**src/logic/ltc_defs.svh**
```systemverilog
`ifndef LTC_DEFS_SVH
`define LTC_DEFS_SVH
// ==========================================
// Tile geometry
`define LTC_CELLS 8
`define LTC_NETS 8
// ==========================================
// Register byte addresses
`define LTC_ADR_CTRL 8'h00
`define LTC_ADR_MODE 8'h04
`define LTC_ADR_STAT 8'h08
`define LTC_ADR_LUT0 8'h20
// ==========================================
// Field positions
`define LTC_CTRL_RUN 0
`define LTC_MODE_REGO 0
`define LTC_MODE_CIN 8
`define LTC_MODE_SRA 16
`define LTC_MODE_SRS 17
`define LTC_MODE_SRG 19
`define LTC_MODE_CES 21
`define LTC_MODE_CEG 23
`define LTC_MODE_CKF 25
`define LTC_MODE_CKG 26
`define LTC_STAT_FF 0
`define LTC_STAT_OUT 8
`define LTC_STAT_CARRY 16
`define LTC_STAT_RUN 17
// ==========================================
// Reset values
`define LTC_MODE_RST 32'h0000_0000
`define LTC_LUT_RST 16'h0000
`endif

```
**src/logic/ltc_pkg.sv**
```systemverilog
package ltc_pkg;
  // Source of the shared set/reset or clock enable
  typedef enum logic [1:0] {
    LTC_SRC_NONE = 2'h0,
    LTC_SRC_GLOBAL = 2'h1,
    LTC_SRC_FABRIC = 2'h2,
    LTC_SRC_RSVD = 2'h3
  } ltc_src_t;
endpackage

```
**src/logic/ltc_logic_tile.sv**
```systemverilog
// What this block does
// - Eight cells, each one lookup and one flop
// - Four-input lookup acts as sixteen-bit table
// - Flop has optional enable and reset controls
// - Device-wide reset clears flops after configuration
// - Carry chain from fast carry in to out
// - One clock enable gates all eight flops
// - Shared set/reset, asynchronous or synchronous mode
// - Clock from eight global nets or fabric
// - Cell output is lookup or flop value
// - Unused set/reset never clears, except after configuration
// - Wake-up state of every flop is reset
// - Even nets drive reset, odd nets enable
//
// The register addresses and the Wishbone slave port were chosen for this implementation.
`timescale 1ns/1ns
`include "ltc_defs.svh"
module ltc_logic_tile import ltc_pkg::*; (
  // System
  input wire logic SYS_CLK,
  input wire logic RSTN,
  // Wishbone slave
  input wire logic WB_CYC_I,
  input wire logic WB_STB_I,
  input wire logic WB_WE_I,
  input wire logic [7:0] WB_ADR_I,
  input wire logic [3:0] WB_SEL_I,
  input wire logic [31:0] WB_DAT_I,
  output logic [31:0] WB_DAT_O,
  output logic WB_ACK_O,
  // Clock and control pins from outside
  input wire logic [7:0] GLOBAL_NET,
  input wire logic FABRIC_CLK,
  // Fabric signals on the system clock
  input wire logic FABRIC_CE,
  input wire logic FABRIC_SR,
  input wire logic [31:0] CELL_IN,
  input wire logic FAST_CARRY_INPUT,
  // Cell results
  output logic [7:0] CELL_OUT,
  output logic FAST_CARRY_OUTPUT
);

  // ==========================================
  // Helpers
  function automatic logic maj(input logic a, input logic b, input logic c);
    maj = (a & b) | (a & c) | (b & c);
  endfunction

  // ==========================================
  // Pin synchronisers
  // Bits 7:0 follow the global nets, bit 8 the fabric clock
  logic [8:0] s1_reg, s2_reg, s3_reg, lvl_reg;
  logic [8:0] s1_next, s2_next, s3_next, lvl_next, rise;

  // Level moves only once stages two and three agree
  always_comb begin
    s1_next = {FABRIC_CLK, GLOBAL_NET};
    s2_next = s1_reg;
    s3_next = s2_reg;
    lvl_next = (s2_reg & s3_reg) | (lvl_reg & (s2_reg | s3_reg));
    rise = lvl_next & ~lvl_reg;
  end

  // Stages reset low, matching the idle low level of the nets
  always_ff @(posedge SYS_CLK) begin
    if (!RSTN) begin
      s1_reg <= 9'h000;
      s2_reg <= 9'h000;
      s3_reg <= 9'h000;
      lvl_reg <= 9'h000;
    end else begin
      s1_reg <= s1_next;
      s2_reg <= s2_next;
      s3_reg <= s3_next;
      lvl_reg <= lvl_next;
    end
  end

  // ==========================================
  // Register file and bus slave
  logic run_reg, run_next, ack_reg, ack_next, wr;
  logic [31:0] mode_reg, mode_next, dat_reg, dat_next, stat;
  logic [15:0] lut_reg [`LTC_CELLS];
  logic [15:0] lut_next [`LTC_CELLS];
  logic [7:0] ff_reg, ff_next;
  logic lut_hit;

  // Lookup window on word boundaries above the fixed registers
  assign lut_hit = (WB_ADR_I[7:5] == 3'(`LTC_ADR_LUT0 >> 5)) && (WB_ADR_I[1:0] == 2'h0);
  // A write lands only at the edge that sees ack high, where the master takes it
  assign wr = WB_CYC_I & WB_STB_I & WB_WE_I & ack_reg;

  // Configuration is locked while running so the tile never sees it change
  always_comb begin
    run_next = run_reg;
    mode_next = mode_reg;
    lut_next = lut_reg;
    ack_next = WB_CYC_I & WB_STB_I & ~ack_reg;
    dat_next = 32'h0000_0000;
    if (wr && WB_ADR_I == `LTC_ADR_CTRL && WB_SEL_I[0]) begin
      run_next = WB_DAT_I[`LTC_CTRL_RUN];
    end
    if (wr && !run_reg && WB_ADR_I == `LTC_ADR_MODE) begin
      for (int b = 0; b < 4; b++) begin
        if (WB_SEL_I[b]) begin
          mode_next[8*b+:8] = WB_DAT_I[8*b+:8];
        end
      end
    end
    if (wr && !run_reg && lut_hit) begin
      for (int b = 0; b < 2; b++) begin
        if (WB_SEL_I[b]) begin
          lut_next[WB_ADR_I[4:2]][8*b+:8] = WB_DAT_I[8*b+:8];
        end
      end
    end
    if (ack_next) begin
      if (WB_ADR_I == `LTC_ADR_CTRL) begin
        dat_next[`LTC_CTRL_RUN] = run_reg;
      end else if (WB_ADR_I == `LTC_ADR_MODE) begin
        dat_next = mode_reg;
      end else if (WB_ADR_I == `LTC_ADR_STAT) begin
        dat_next = stat;
      end else if (lut_hit) begin
        dat_next[15:0] = lut_reg[WB_ADR_I[4:2]];
      end
    end
  end

  // Reset leaves the tile stopped, tables empty and every cell in lookup mode
  always_ff @(posedge SYS_CLK) begin
    if (!RSTN) begin
      run_reg <= 1'b0;
      mode_reg <= `LTC_MODE_RST;
      ack_reg <= 1'b0;
      dat_reg <= 32'h0000_0000;
      for (int i = 0; i < `LTC_CELLS; i++) begin
        lut_reg[i] <= `LTC_LUT_RST;
      end
    end else begin
      run_reg <= run_next;
      mode_reg <= mode_next;
      ack_reg <= ack_next;
      dat_reg <= dat_next;
      lut_reg <= lut_next;
    end
  end

  // Ack and read data come straight from flops, one cycle after the request
  assign WB_ACK_O = ack_reg;
  assign WB_DAT_O = dat_reg;

  // ==========================================
  // Shared tile controls
  ltc_src_t sr_src, ce_src;
  logic [1:0] sr_gsel, ce_gsel;
  logic [2:0] ck_gsel;
  logic sr_async, ck_fab, tick, sr_on, ce_ok, gr, sr_now;

  // Mode fields decoded once; they stay static while the tile runs
  assign sr_src = ltc_src_t'(mode_reg[`LTC_MODE_SRS+:2]);
  assign ce_src = ltc_src_t'(mode_reg[`LTC_MODE_CES+:2]);
  assign sr_gsel = mode_reg[`LTC_MODE_SRG+:2];
  assign ce_gsel = mode_reg[`LTC_MODE_CEG+:2];
  assign ck_gsel = mode_reg[`LTC_MODE_CKG+:3];
  assign sr_async = mode_reg[`LTC_MODE_SRA];
  assign ck_fab = mode_reg[`LTC_MODE_CKF];
  // Tile clock is an enable pulse on a rising edge of the chosen source
  assign tick = ck_fab ? rise[8] : rise[ck_gsel];
  // Set/reset and enable both sit at the global reset of configuration end
  assign gr = run_next & ~run_reg;

  // Set/reset only reads even nets, enable only reads odd nets
  always_comb begin
    case (sr_src)
      LTC_SRC_GLOBAL: sr_on = lvl_reg[{sr_gsel, 1'b0}];
      LTC_SRC_FABRIC: sr_on = FABRIC_SR;
      default: sr_on = 1'b0;
    endcase
    case (ce_src)
      LTC_SRC_GLOBAL: ce_ok = lvl_reg[{ce_gsel, 1'b1}];
      LTC_SRC_FABRIC: ce_ok = FABRIC_CE;
      default: ce_ok = 1'b1;
    endcase
  end

  // Asynchronous mode clears on every system clock while the source is active
  assign sr_now = sr_async & sr_on;

  // ==========================================
  // Cells: lookup, carry and flop
  // carry[i] runs into cell i, carry[8] leaves the tile
  logic [3:0] idx [`LTC_CELLS];
  logic [8:0] carry;
  logic [7:0] lut_val, d_vec;

  // Carry may replace the top lookup input, which is how a sum bit is built
  always_comb begin
    carry[0] = FAST_CARRY_INPUT;
    for (int i = 0; i < `LTC_CELLS; i++) begin
      idx[i] = CELL_IN[4*i+:4];
      if (mode_reg[`LTC_MODE_CIN+i]) begin
        idx[i][3] = carry[i];
      end
      lut_val[i] = lut_reg[i][idx[i]];
      carry[i+1] = maj(idx[i][1], idx[i][2], carry[i]);
    end
    d_vec = lut_val;
  end

  // Global clear first, then asynchronous clear, then the tile clock
  always_comb begin
    ff_next = ff_reg;
    if (gr) begin
      ff_next = 8'h00;
    end else if (sr_now) begin
      ff_next = 8'h00;
    end else if (tick) begin
      if (sr_on) begin
        ff_next = 8'h00;
      end else if (ce_ok) begin
        ff_next = d_vec;
      end
    end
  end

  // The flops only register; every decision sits in the block above
  always_ff @(posedge SYS_CLK) begin
    if (!RSTN) begin
      ff_reg <= 8'h00;
    end else begin
      ff_reg <= ff_next;
    end
  end

  // Asynchronous clear shows at once, before the flop itself updates
  always_comb begin
    for (int i = 0; i < `LTC_CELLS; i++) begin
      CELL_OUT[i] = mode_reg[`LTC_MODE_REGO+i] ? (ff_reg[i] & ~sr_now) : lut_val[i];
    end
  end

  assign FAST_CARRY_OUTPUT = carry[8];
  // Status mirrors flops, outputs, carry out and run state for software
  assign stat = {14'h0000, run_reg, carry[8], CELL_OUT, ff_reg};
endmodule

```
**config.mk**
```make
export PLATFORM = sky130hd
export DESIGN_NAME = ltc_logic_tile
export DESIGN_NICKNAME = d
export VERILOG_FILES = /design/src/logic/ltc_pkg.sv /design/src/logic/ltc_logic_tile.sv
export VERILOG_INCLUDE_DIRS = /design/src /design/src/logic
export SDC_FILE = /design/constraint.sdc
export NUM_CORES = 1
export LEC_CHECK = 0
export BUFFER_PORTS_ARGS = -buffer_cell sky130_fd_sc_hd__buf_2
export CORE_MARGIN = 2
export CORE_UTILIZATION = 53
export CTS_CLUSTER_SIZE = 12
export DETAILED_ROUTE_END_ITERATION = 6
export MAX_ROUTING_LAYER = met4
export PLACE_DENSITY = 0.77
export SLEW_MARGIN = 20
export SYNTH_ARGS = -nofsm -noshare
export SYNTH_HDL_FRONTEND = slang
export SYNTH_SLANG_ARGS = --single-unit
```
**constraint.sdc**
```tcl
create_clock -name SYS_CLK -period 2.1 [get_ports SYS_CLK]
set_input_delay 0.105 -clock SYS_CLK [delete_from_list [all_inputs] [get_ports SYS_CLK]]
set_output_delay 0.105 -clock SYS_CLK [all_outputs]
set_load 0.01 [all_outputs]
```
==> results.yml, run 1 <==
outcome:
  status: "finished, violations left"
  violations: "setup timing"
place:
  dpl.hpwl_um: 26100
  dpl_cell_area_um2: 12700
  io_buffer_count: 134
  place.gp.congestion: 0.972
pwr:
  p_per_area_nw_per_um2: 649
  power_leakage_uw: 0.00537
  vdd_drop_max_mv: 0.480
global_route:
  grt_start_max_net_pins: 118
  grt_pass1_vias: 10317
  grt_overflow_total: 0
  antenna_found_initial: 4
  grt_pass1_wl_um: 56800
  grt_util_all_layers_pct: 33.8
critical_path:
  cp_slowest_cell: "mux4_2"
  cp-end-kind: "primary output"
  path_max_fanout: 2
  rr_startpoint: "lut_reg[91]"
  crit_start: "lut_reg[64]"
  r2r_cells: 9
  crit_end: "CELL_OUT[3]"
  arrival_ps: 2390
  cp_slowest_stage_delay_ps: 510
  reg2reg_to: "WB_DAT_O[10]"
  startpoint_type: "register"
  r2r_slack_ps: -90
  path_class: "reg2out"
  path_common_cell: "mux4_2"
  critical_path_required_ps: 2000
  worstPathCellList: "mux4_2 > mux4_2 > nor2b_4 > or2_4 > buf_6"
layout:
  final_cell_mix: "nand2_1 (302), dfxtp_1 (205), a21boi_0 (156), buf_2 (129), buf_4 (108)"
  final_util_pct: 69.2
  stdcell_area_um2: 14500
  post_route_cells_drive_above_1_share_pct: 31.1
  final_common_cell: "nand2_1"
  layout.nets: 1547
  area_delta_synth_final_pct: 28.3
  largest_reg_flops: 128
  n_fill_cell: 1514
clock_network:
  clock_latency_ps: 530
  h-tree-depth: 1
  cts_sinks: 238
  cts_tree: "yes"
  path_clk_slew_ps: 60
  cts_buffers: 25
  clock_path_buffers: 3
  root_buffer: "clkbuf_16"
timing:
  clock_skew_ps: 12.0
  finalSetupViolCount: 12
  layout_setup_ws_ps: -396
  final.period_utilization_pct: 119
  worst_pin_slew_ps: 919
  max_slew_margin_pct: 38.7
  min_period_ps: 2500
  rsz0062_at_grt: "true"
  hold_viol_final: 0
  fmax_mhz: 401
  slew_violations: 0
worst_hold_path:
  worstHoldPathType: "in2reg"
route:
  ant_nets: 0
  drtIter0Drc: 1197
  drt-wirelength-per-cell_um: 21.7
  drc_errors: 0
  num_vias: 10737
  routed_wl_um: 37700
  firstDrtPassIters: 7
  viasPerCell: 6.17
floorplan:
  core_area_um2: 21000
  io_pins: 135
  die_w_um: 150
  start_util_pct: 53.9
  dieArea_um2: 22600
  die_h_um: 150
  num_rows: 53
logic_synthesis:
  synth_edf_count: 0
  synth_nets: 1301
  ys_seq_area_share_pct: 42.0
  synth_cell_types: 57
  async_reset_ff_share_pct: 0
  synth.avg_cell_area_um2: 9.42
  ys.flop_type: "dfxtp_1"
  yosys_warnings: 0
  ys_seq_elements: 238
  syn_area_um2: 11300
  netlist_instances: 1204
flow_run:
  maxCapViolCount: 0
[power breakdown]
part           switching [uW]  total (uW)  internal [uW]
Sequential               11.2        4550           4540
Clock                    1780        4190           2410
Combinational             388         700            312
[cell families (layout without fill, tap and decap cells)]
kind of cell,count (synthesis),after routing,synth area share (%)
AND/OR/NAND/NOR,505,505,19.8
buffers and inverters,91,349,3.43
flip-flops,238,238,42.0
multiplexers,114,114,18.1
adder cells (fa/ha/maj),7,7,0.739
other,0,4,0
AO/OA/AOI/OAI,249,249,16.0
[final cells by class]
class | instances | area, um2 | area share [%]
flip-flops and latches | 238 | 4810 | 33.1
clock inverters | 3 | 21.3 | 0.146
clock buffers | 36 | 737 | 5.07
multi-input cells | 875 | 6440 | 44.3
inverters | 8 | 32.5 | 0.224
repair buffers | 302 | 2150 | 14.8
well taps | 275 | 344 | 2.37
diodes | 4 | 10.0 | 0.0688
[cells in the mapped netlist, types with 8 or more instances]
library cell  instances  share of area, %
and3_1               15              0.83
nand2_1             307                10
mux4_1                9               2.1
nor2_1               39               1.3
mux2i_1              31               2.7
buf_2                12              0.53
mux4_2               59                12
a21boi_0            157                10
a21oi_1              19              0.84
mux2_2               14               1.4
dfxtp_1             238                42
o21ai_0              22              0.97
and2_1               33               1.8
nor2b_1              14              0.77
nand3_1              64               2.8
a222oi_1             10              0.88
clkbuf_1             60               2.0
inv_1                 8              0.26
[metal layers]
metal  share of wire [%]  wire [um]  GRT usage [%]  vias up
li1                    -          -              -     4778
met1                  37      14100           42.7     5117
met2                  46      17500           53.7      693
met3                  12       4420           6.64      149
met4                 4.5       1710           13.4        0
met5                   0          0              -        -
[worst max-delay path: cells and delay by family (launching register included)]
kind	cells	cell delay, ps
and+or+nand+nor	2	380
buffers and inverters	1	120
DFF	1	360
muxes	2	1000
[through the flow]
step           setup slack [ps]  setup TNS, ps  hold WS, ps  total power [uW]  instances
2_1_floorplan              41.8              0          232              4970       1204
3_3_place_gp               -269          -4650          310              5240       1624
3_5_place_dp               -278          -7910          315              5240       1624
4_1_cts                    -384          -1850         3.25              9420       1730
5_1_grt                    -430          -2880         32.3              9650       1741
6_report                   -396          -2120         32.4              9430       1741
[worst min path at each step]
stage,start,end,slack [ps],cells past startpoint
after floorplan,GLOBAL_NET[0],s1_reg[0],230,1
after global placement,GLOBAL_NET[7],s1_reg[7],310,2
after detailed placement,GLOBAL_NET[3],s1_reg[3],310,2
after CTS,WB_SEL_I[1],mode_reg[12],3,3
after global routing,WB_SEL_I[0],mode_reg[1],30,3
final,WB_SEL_I[0],mode_reg[0],30,3
[repair_timing]
item,CTS,global route
hold buffers,45,0
setup buffers,22,9
cloned,1,0
hold endpoints to repair,154,0
resized for setup,75,48
pin swaps,12,11
endpoints found under the setup margin,12,66
Note: power is estimated with default switching activity, not from simulation.
==> run 2, diff against run 1 <==
ABC_AREA = 1   (was unset)
CORE_UTILIZATION = 40   (was 53)
PLACE_DENSITY = unset   (was 0.77)
PLACE_DENSITY_LB_ADDON = 0.25   (was unset)
==> run 2 against run 1 <==
  * Sequential power is essentially flat
  * Total power grew 11%
  * Area after synthesis shrank 6.5%
  * Hold slack lost 10 ps
  * Sequential cell count is the same
  * Fmax grew 11%
  * The run still ends with setup timing left
  * Highest routed layer unchanged
  * Routed wire length grew 4.1%
  * Critical path depth grew 6
  * Utilization shrank 19 points
  * Non-clock buffer count shrank 93
  * Worst setup slack gained 260 ps
  * Final area shrank 9.2%
==> results.yml, run 2 <==
outcome:
  status: "finished, violations left"
  violations: "setup timing"
floorplan:
  core_area_um2: 26100
  io_pins: 135
  num_rows: 59
  die_w_um: 167
  die_h_um: 167
  start_util_pct: 40.7
  dieArea_um2: 27800
worst_hold_path:
  hold_depth: 3
  worstHoldPathType: "in2reg"
  whs_endpoint: "lut_reg[45]"
  min-delay-start: "WB_DAT_I[13]"
place:
  dpl.hpwl_um: 28000
  dpl_cell_area_um2: 11700
  place.gp.congestion: 0.964
  io_buffer_count: 134
  placedCellCount: 1893
logic_synthesis:
  syn_area_um2: 10600
  synth_nets: 1561
  synthTopCellsByCount: "a21oi_1 (272), o21ai_0 (250), dfxtp_1 (238)"
  synth_edf_count: 0
  async_reset_ff_share_pct: 0
  synth.most_common_cell: "a21oi_1"
  synth_cell_types: 37
  synth_largest_area_cell: "dfxtp_1"
  ys.flop_type: "dfxtp_1"
  ys_seq_area_share_pct: 44.9
  yosys-top-cells-area: "dfxtp_1 (45%), a21oi_1 (13%), o21ai_0 (12%), inv_1 (7.8%), nand2_1 (5.5%)"
  ys_seq_elements: 238
  netlist_instances: 1464
  yosysTopAreaCellShare_pct: 44.9
  synth.avg_cell_area_um2: 7.24
  yosys_warnings: 0
clock_network:
  root_buffer: "clkbuf_16"
  h-tree-depth: 1
  clock_latency_ps: 550
  clock_path_buffers: 3
  cts_sinks: 238
  path_clk_slew_ps: 60
  cts_tree: "yes"
  cts_buffers: 27
route:
  ant_nets: 0
  viasPerCell: 5.54
  routed_wl_um: 39300
  num_vias: 10971
  drtIter0Drc: 1075
  drt-wirelength-per-cell_um: 19.8
  firstDrtPassIters: 6
  drc_errors: 0
critical_path:
  cp_slowest_cell: "dfxtp_2"
  cp_slowest_stage_delay_ps: 350
  rr_startpoint: "WB_ACK_O"
  path_class: "reg2out"
  reg2reg_to: "lut_reg[32]"
  cp-end-kind: "primary output"
  r2r_cells: 8
  worstPathCellList: "inv_2 > a21oi_2 > o21ai_1 > nand2_1 > a22oi_2 > or2_4 > nor2_4 > clkinv_4 > nand3_2 > o21ai_2 > buf_6"
  path_max_fanout: 7
  startpoint_type: "register"
  arrival_ps: 2130
  r2r_slack_ps: 210
  critical_path_required_ps: 2000
timing:
  worst_pin_slew_ps: 598
  fmax_mhz: 447
  rsz0062_at_grt: "true"
  finalSetupViolCount: 8
  max_slew_margin_pct: 60.1
  slew_violations: 0
  layout_setup_ws_ps: -138
  clock_skew_ps: 12.4
  hold_viol_final: 0
  min_period_ps: 2240
  final.period_utilization_pct: 107
pwr:
  power_leakage_uw: 0.00503
  seqPwrFrac_pct: 43.6
  pwr-share-clk_pct: 48.1
  power.share.switching_pct: 23.9
  p_per_area_nw_per_um2: 790
  power.internal_uw: 7930
  power_frac_comb_pct: 8.3
  p_switching_uw: 2500
  vdd_drop_max_mv: 0.642
layout:
  largest_reg_flops: 128
  diodes: 0
  area_delta_synth_final_pct: 24.6
  n_fill_cell: 2583
  final_cell_mix: "a21oi_1 (270), o21ai_0 (241), dfxtp_1 (233), inv_1 (214), nand2_1 (152)"
  post_route_cells_drive_above_1_share_pct: 16.2
  layout.nets: 1724
  final_common_cell: "a21oi_1"
  finalNonFillerCells: 1980
  stdcell_area_um2: 13200
global_route:
  grt_util_all_layers_pct: 28.0
  grt_overflow_total: 0
  grt_pass1_vias: 10346
  grt_pass1_wl_um: 59300
  antenna_found_initial: 1
  grt_start_max_net_pins: 123
flow_run:
  maxCapViolCount: 0
run 2: changes by cell type after synthesis, sizes merged, moves of 14 or more:
cell / change
a21oi: +254
and2: -33
mux2: -15
o22ai: +16
nand2: -145
o211ai: +22
mux4: -68
and3: -14
inv: +215
mux2i: -30
nor2b: -14
a21boi: -161
o21ai: +228
nor2: +23
run 2: logic make-up after synthesis:
kind of cell	count (synthesis)	share of synthesized area (%)
compound gates	622	31.8
buf+inv	300	10.8
simple gates	299	11.9
flops	238	44.9
fa+ha+maj	4	0.472
mux	1	0.0944
run 2: area by class of cell:
cell class                      instances  area (um2)  share of cell area, %
Clock buffer                           38         787                   5.96
Tap cell                              335         419                   3.17
Timing Repair Buffer                  209        1440                   10.9
Inverter                              225         850                   6.43
Sequential cell                       238        4770                   36.1
Clock inverter                          9         165                   1.25
Multi-Input combinational cell        926        4780                   36.2
run 2: how the worst max path moves through the flow:
stage | from | to | slack (ps) | cells after the start
2_1_floorplan | WB_ACK_O | lut_reg[102] | 350 | 8
3_3_place_gp | CELL_IN[12] | CELL_OUT[3] | 150 | 7
3_5_place_dp | CELL_IN[1] | WB_DAT_O[16] | 150 | 19
4_1_cts | mode_reg[19] | CELL_OUT[7] | -100 | 11
5_1_grt | mode_reg[19] | CELL_OUT[3] | -220 | 11
6_report | mode_reg[19] | CELL_OUT[3] | -140 | 11
run 2: stage by stage:
stage          setup WS [ps]  total power (uW)  hold slack [ps]  util, %  TNS [ps]
2_1_floorplan            347              5030              203        -         0
3_5_place_dp             147              5410              290     45.0         0
6_report                -138             10400             22.2     50.7      -773
3_3_place_gp             154              5410              285     45.0         0
5_1_grt                 -217             10800             20.5     50.7     -1620
4_1_cts                 -105             10500             5.81     50.4      -679
run 2: worst max-delay path: cells and delay by family, from the launching register on:
family	cells	cell delay (ps)
simple gates	4	570
flops	1	350
compound gates	4	340
buf+inv	3	330
run 2: metal layers:
metal / up-vias / track usage (%) / part of all wire (%)
li1: 5316 / - / -
met1: 5124 / 37.3 / 43
met2: 428 / 43.8 / 46
met3: 103 / 3.45 / 7.0
met4: 0 / 9.86 / 3.9
met5: - / - / 0
run 2: what timing repair did:
action | in CTS | in global routing
endpoints found under the setup margin | 8 | 16
buffers inserted | 4 | 1
pin swaps | 8 | 10
hold buffers | 35 | 0
endpoints found under the hold margin | 39 | 0
gates resized for setup | 33 | 19
run 2: power groups by stage:
stage | sequential (uW) | clock [uW] | combinational, uW
2_1_floorplan | 4650 | 0 | 379
4_1_cts | 4550 | 5080 | 835
5_1_grt | 4550 | 5280 | 930
6_report | 4550 | 5020 | 863
3_3_place_gp | 4650 | 0 | 757
3_5_place_dp | 4650 | 0 | 760
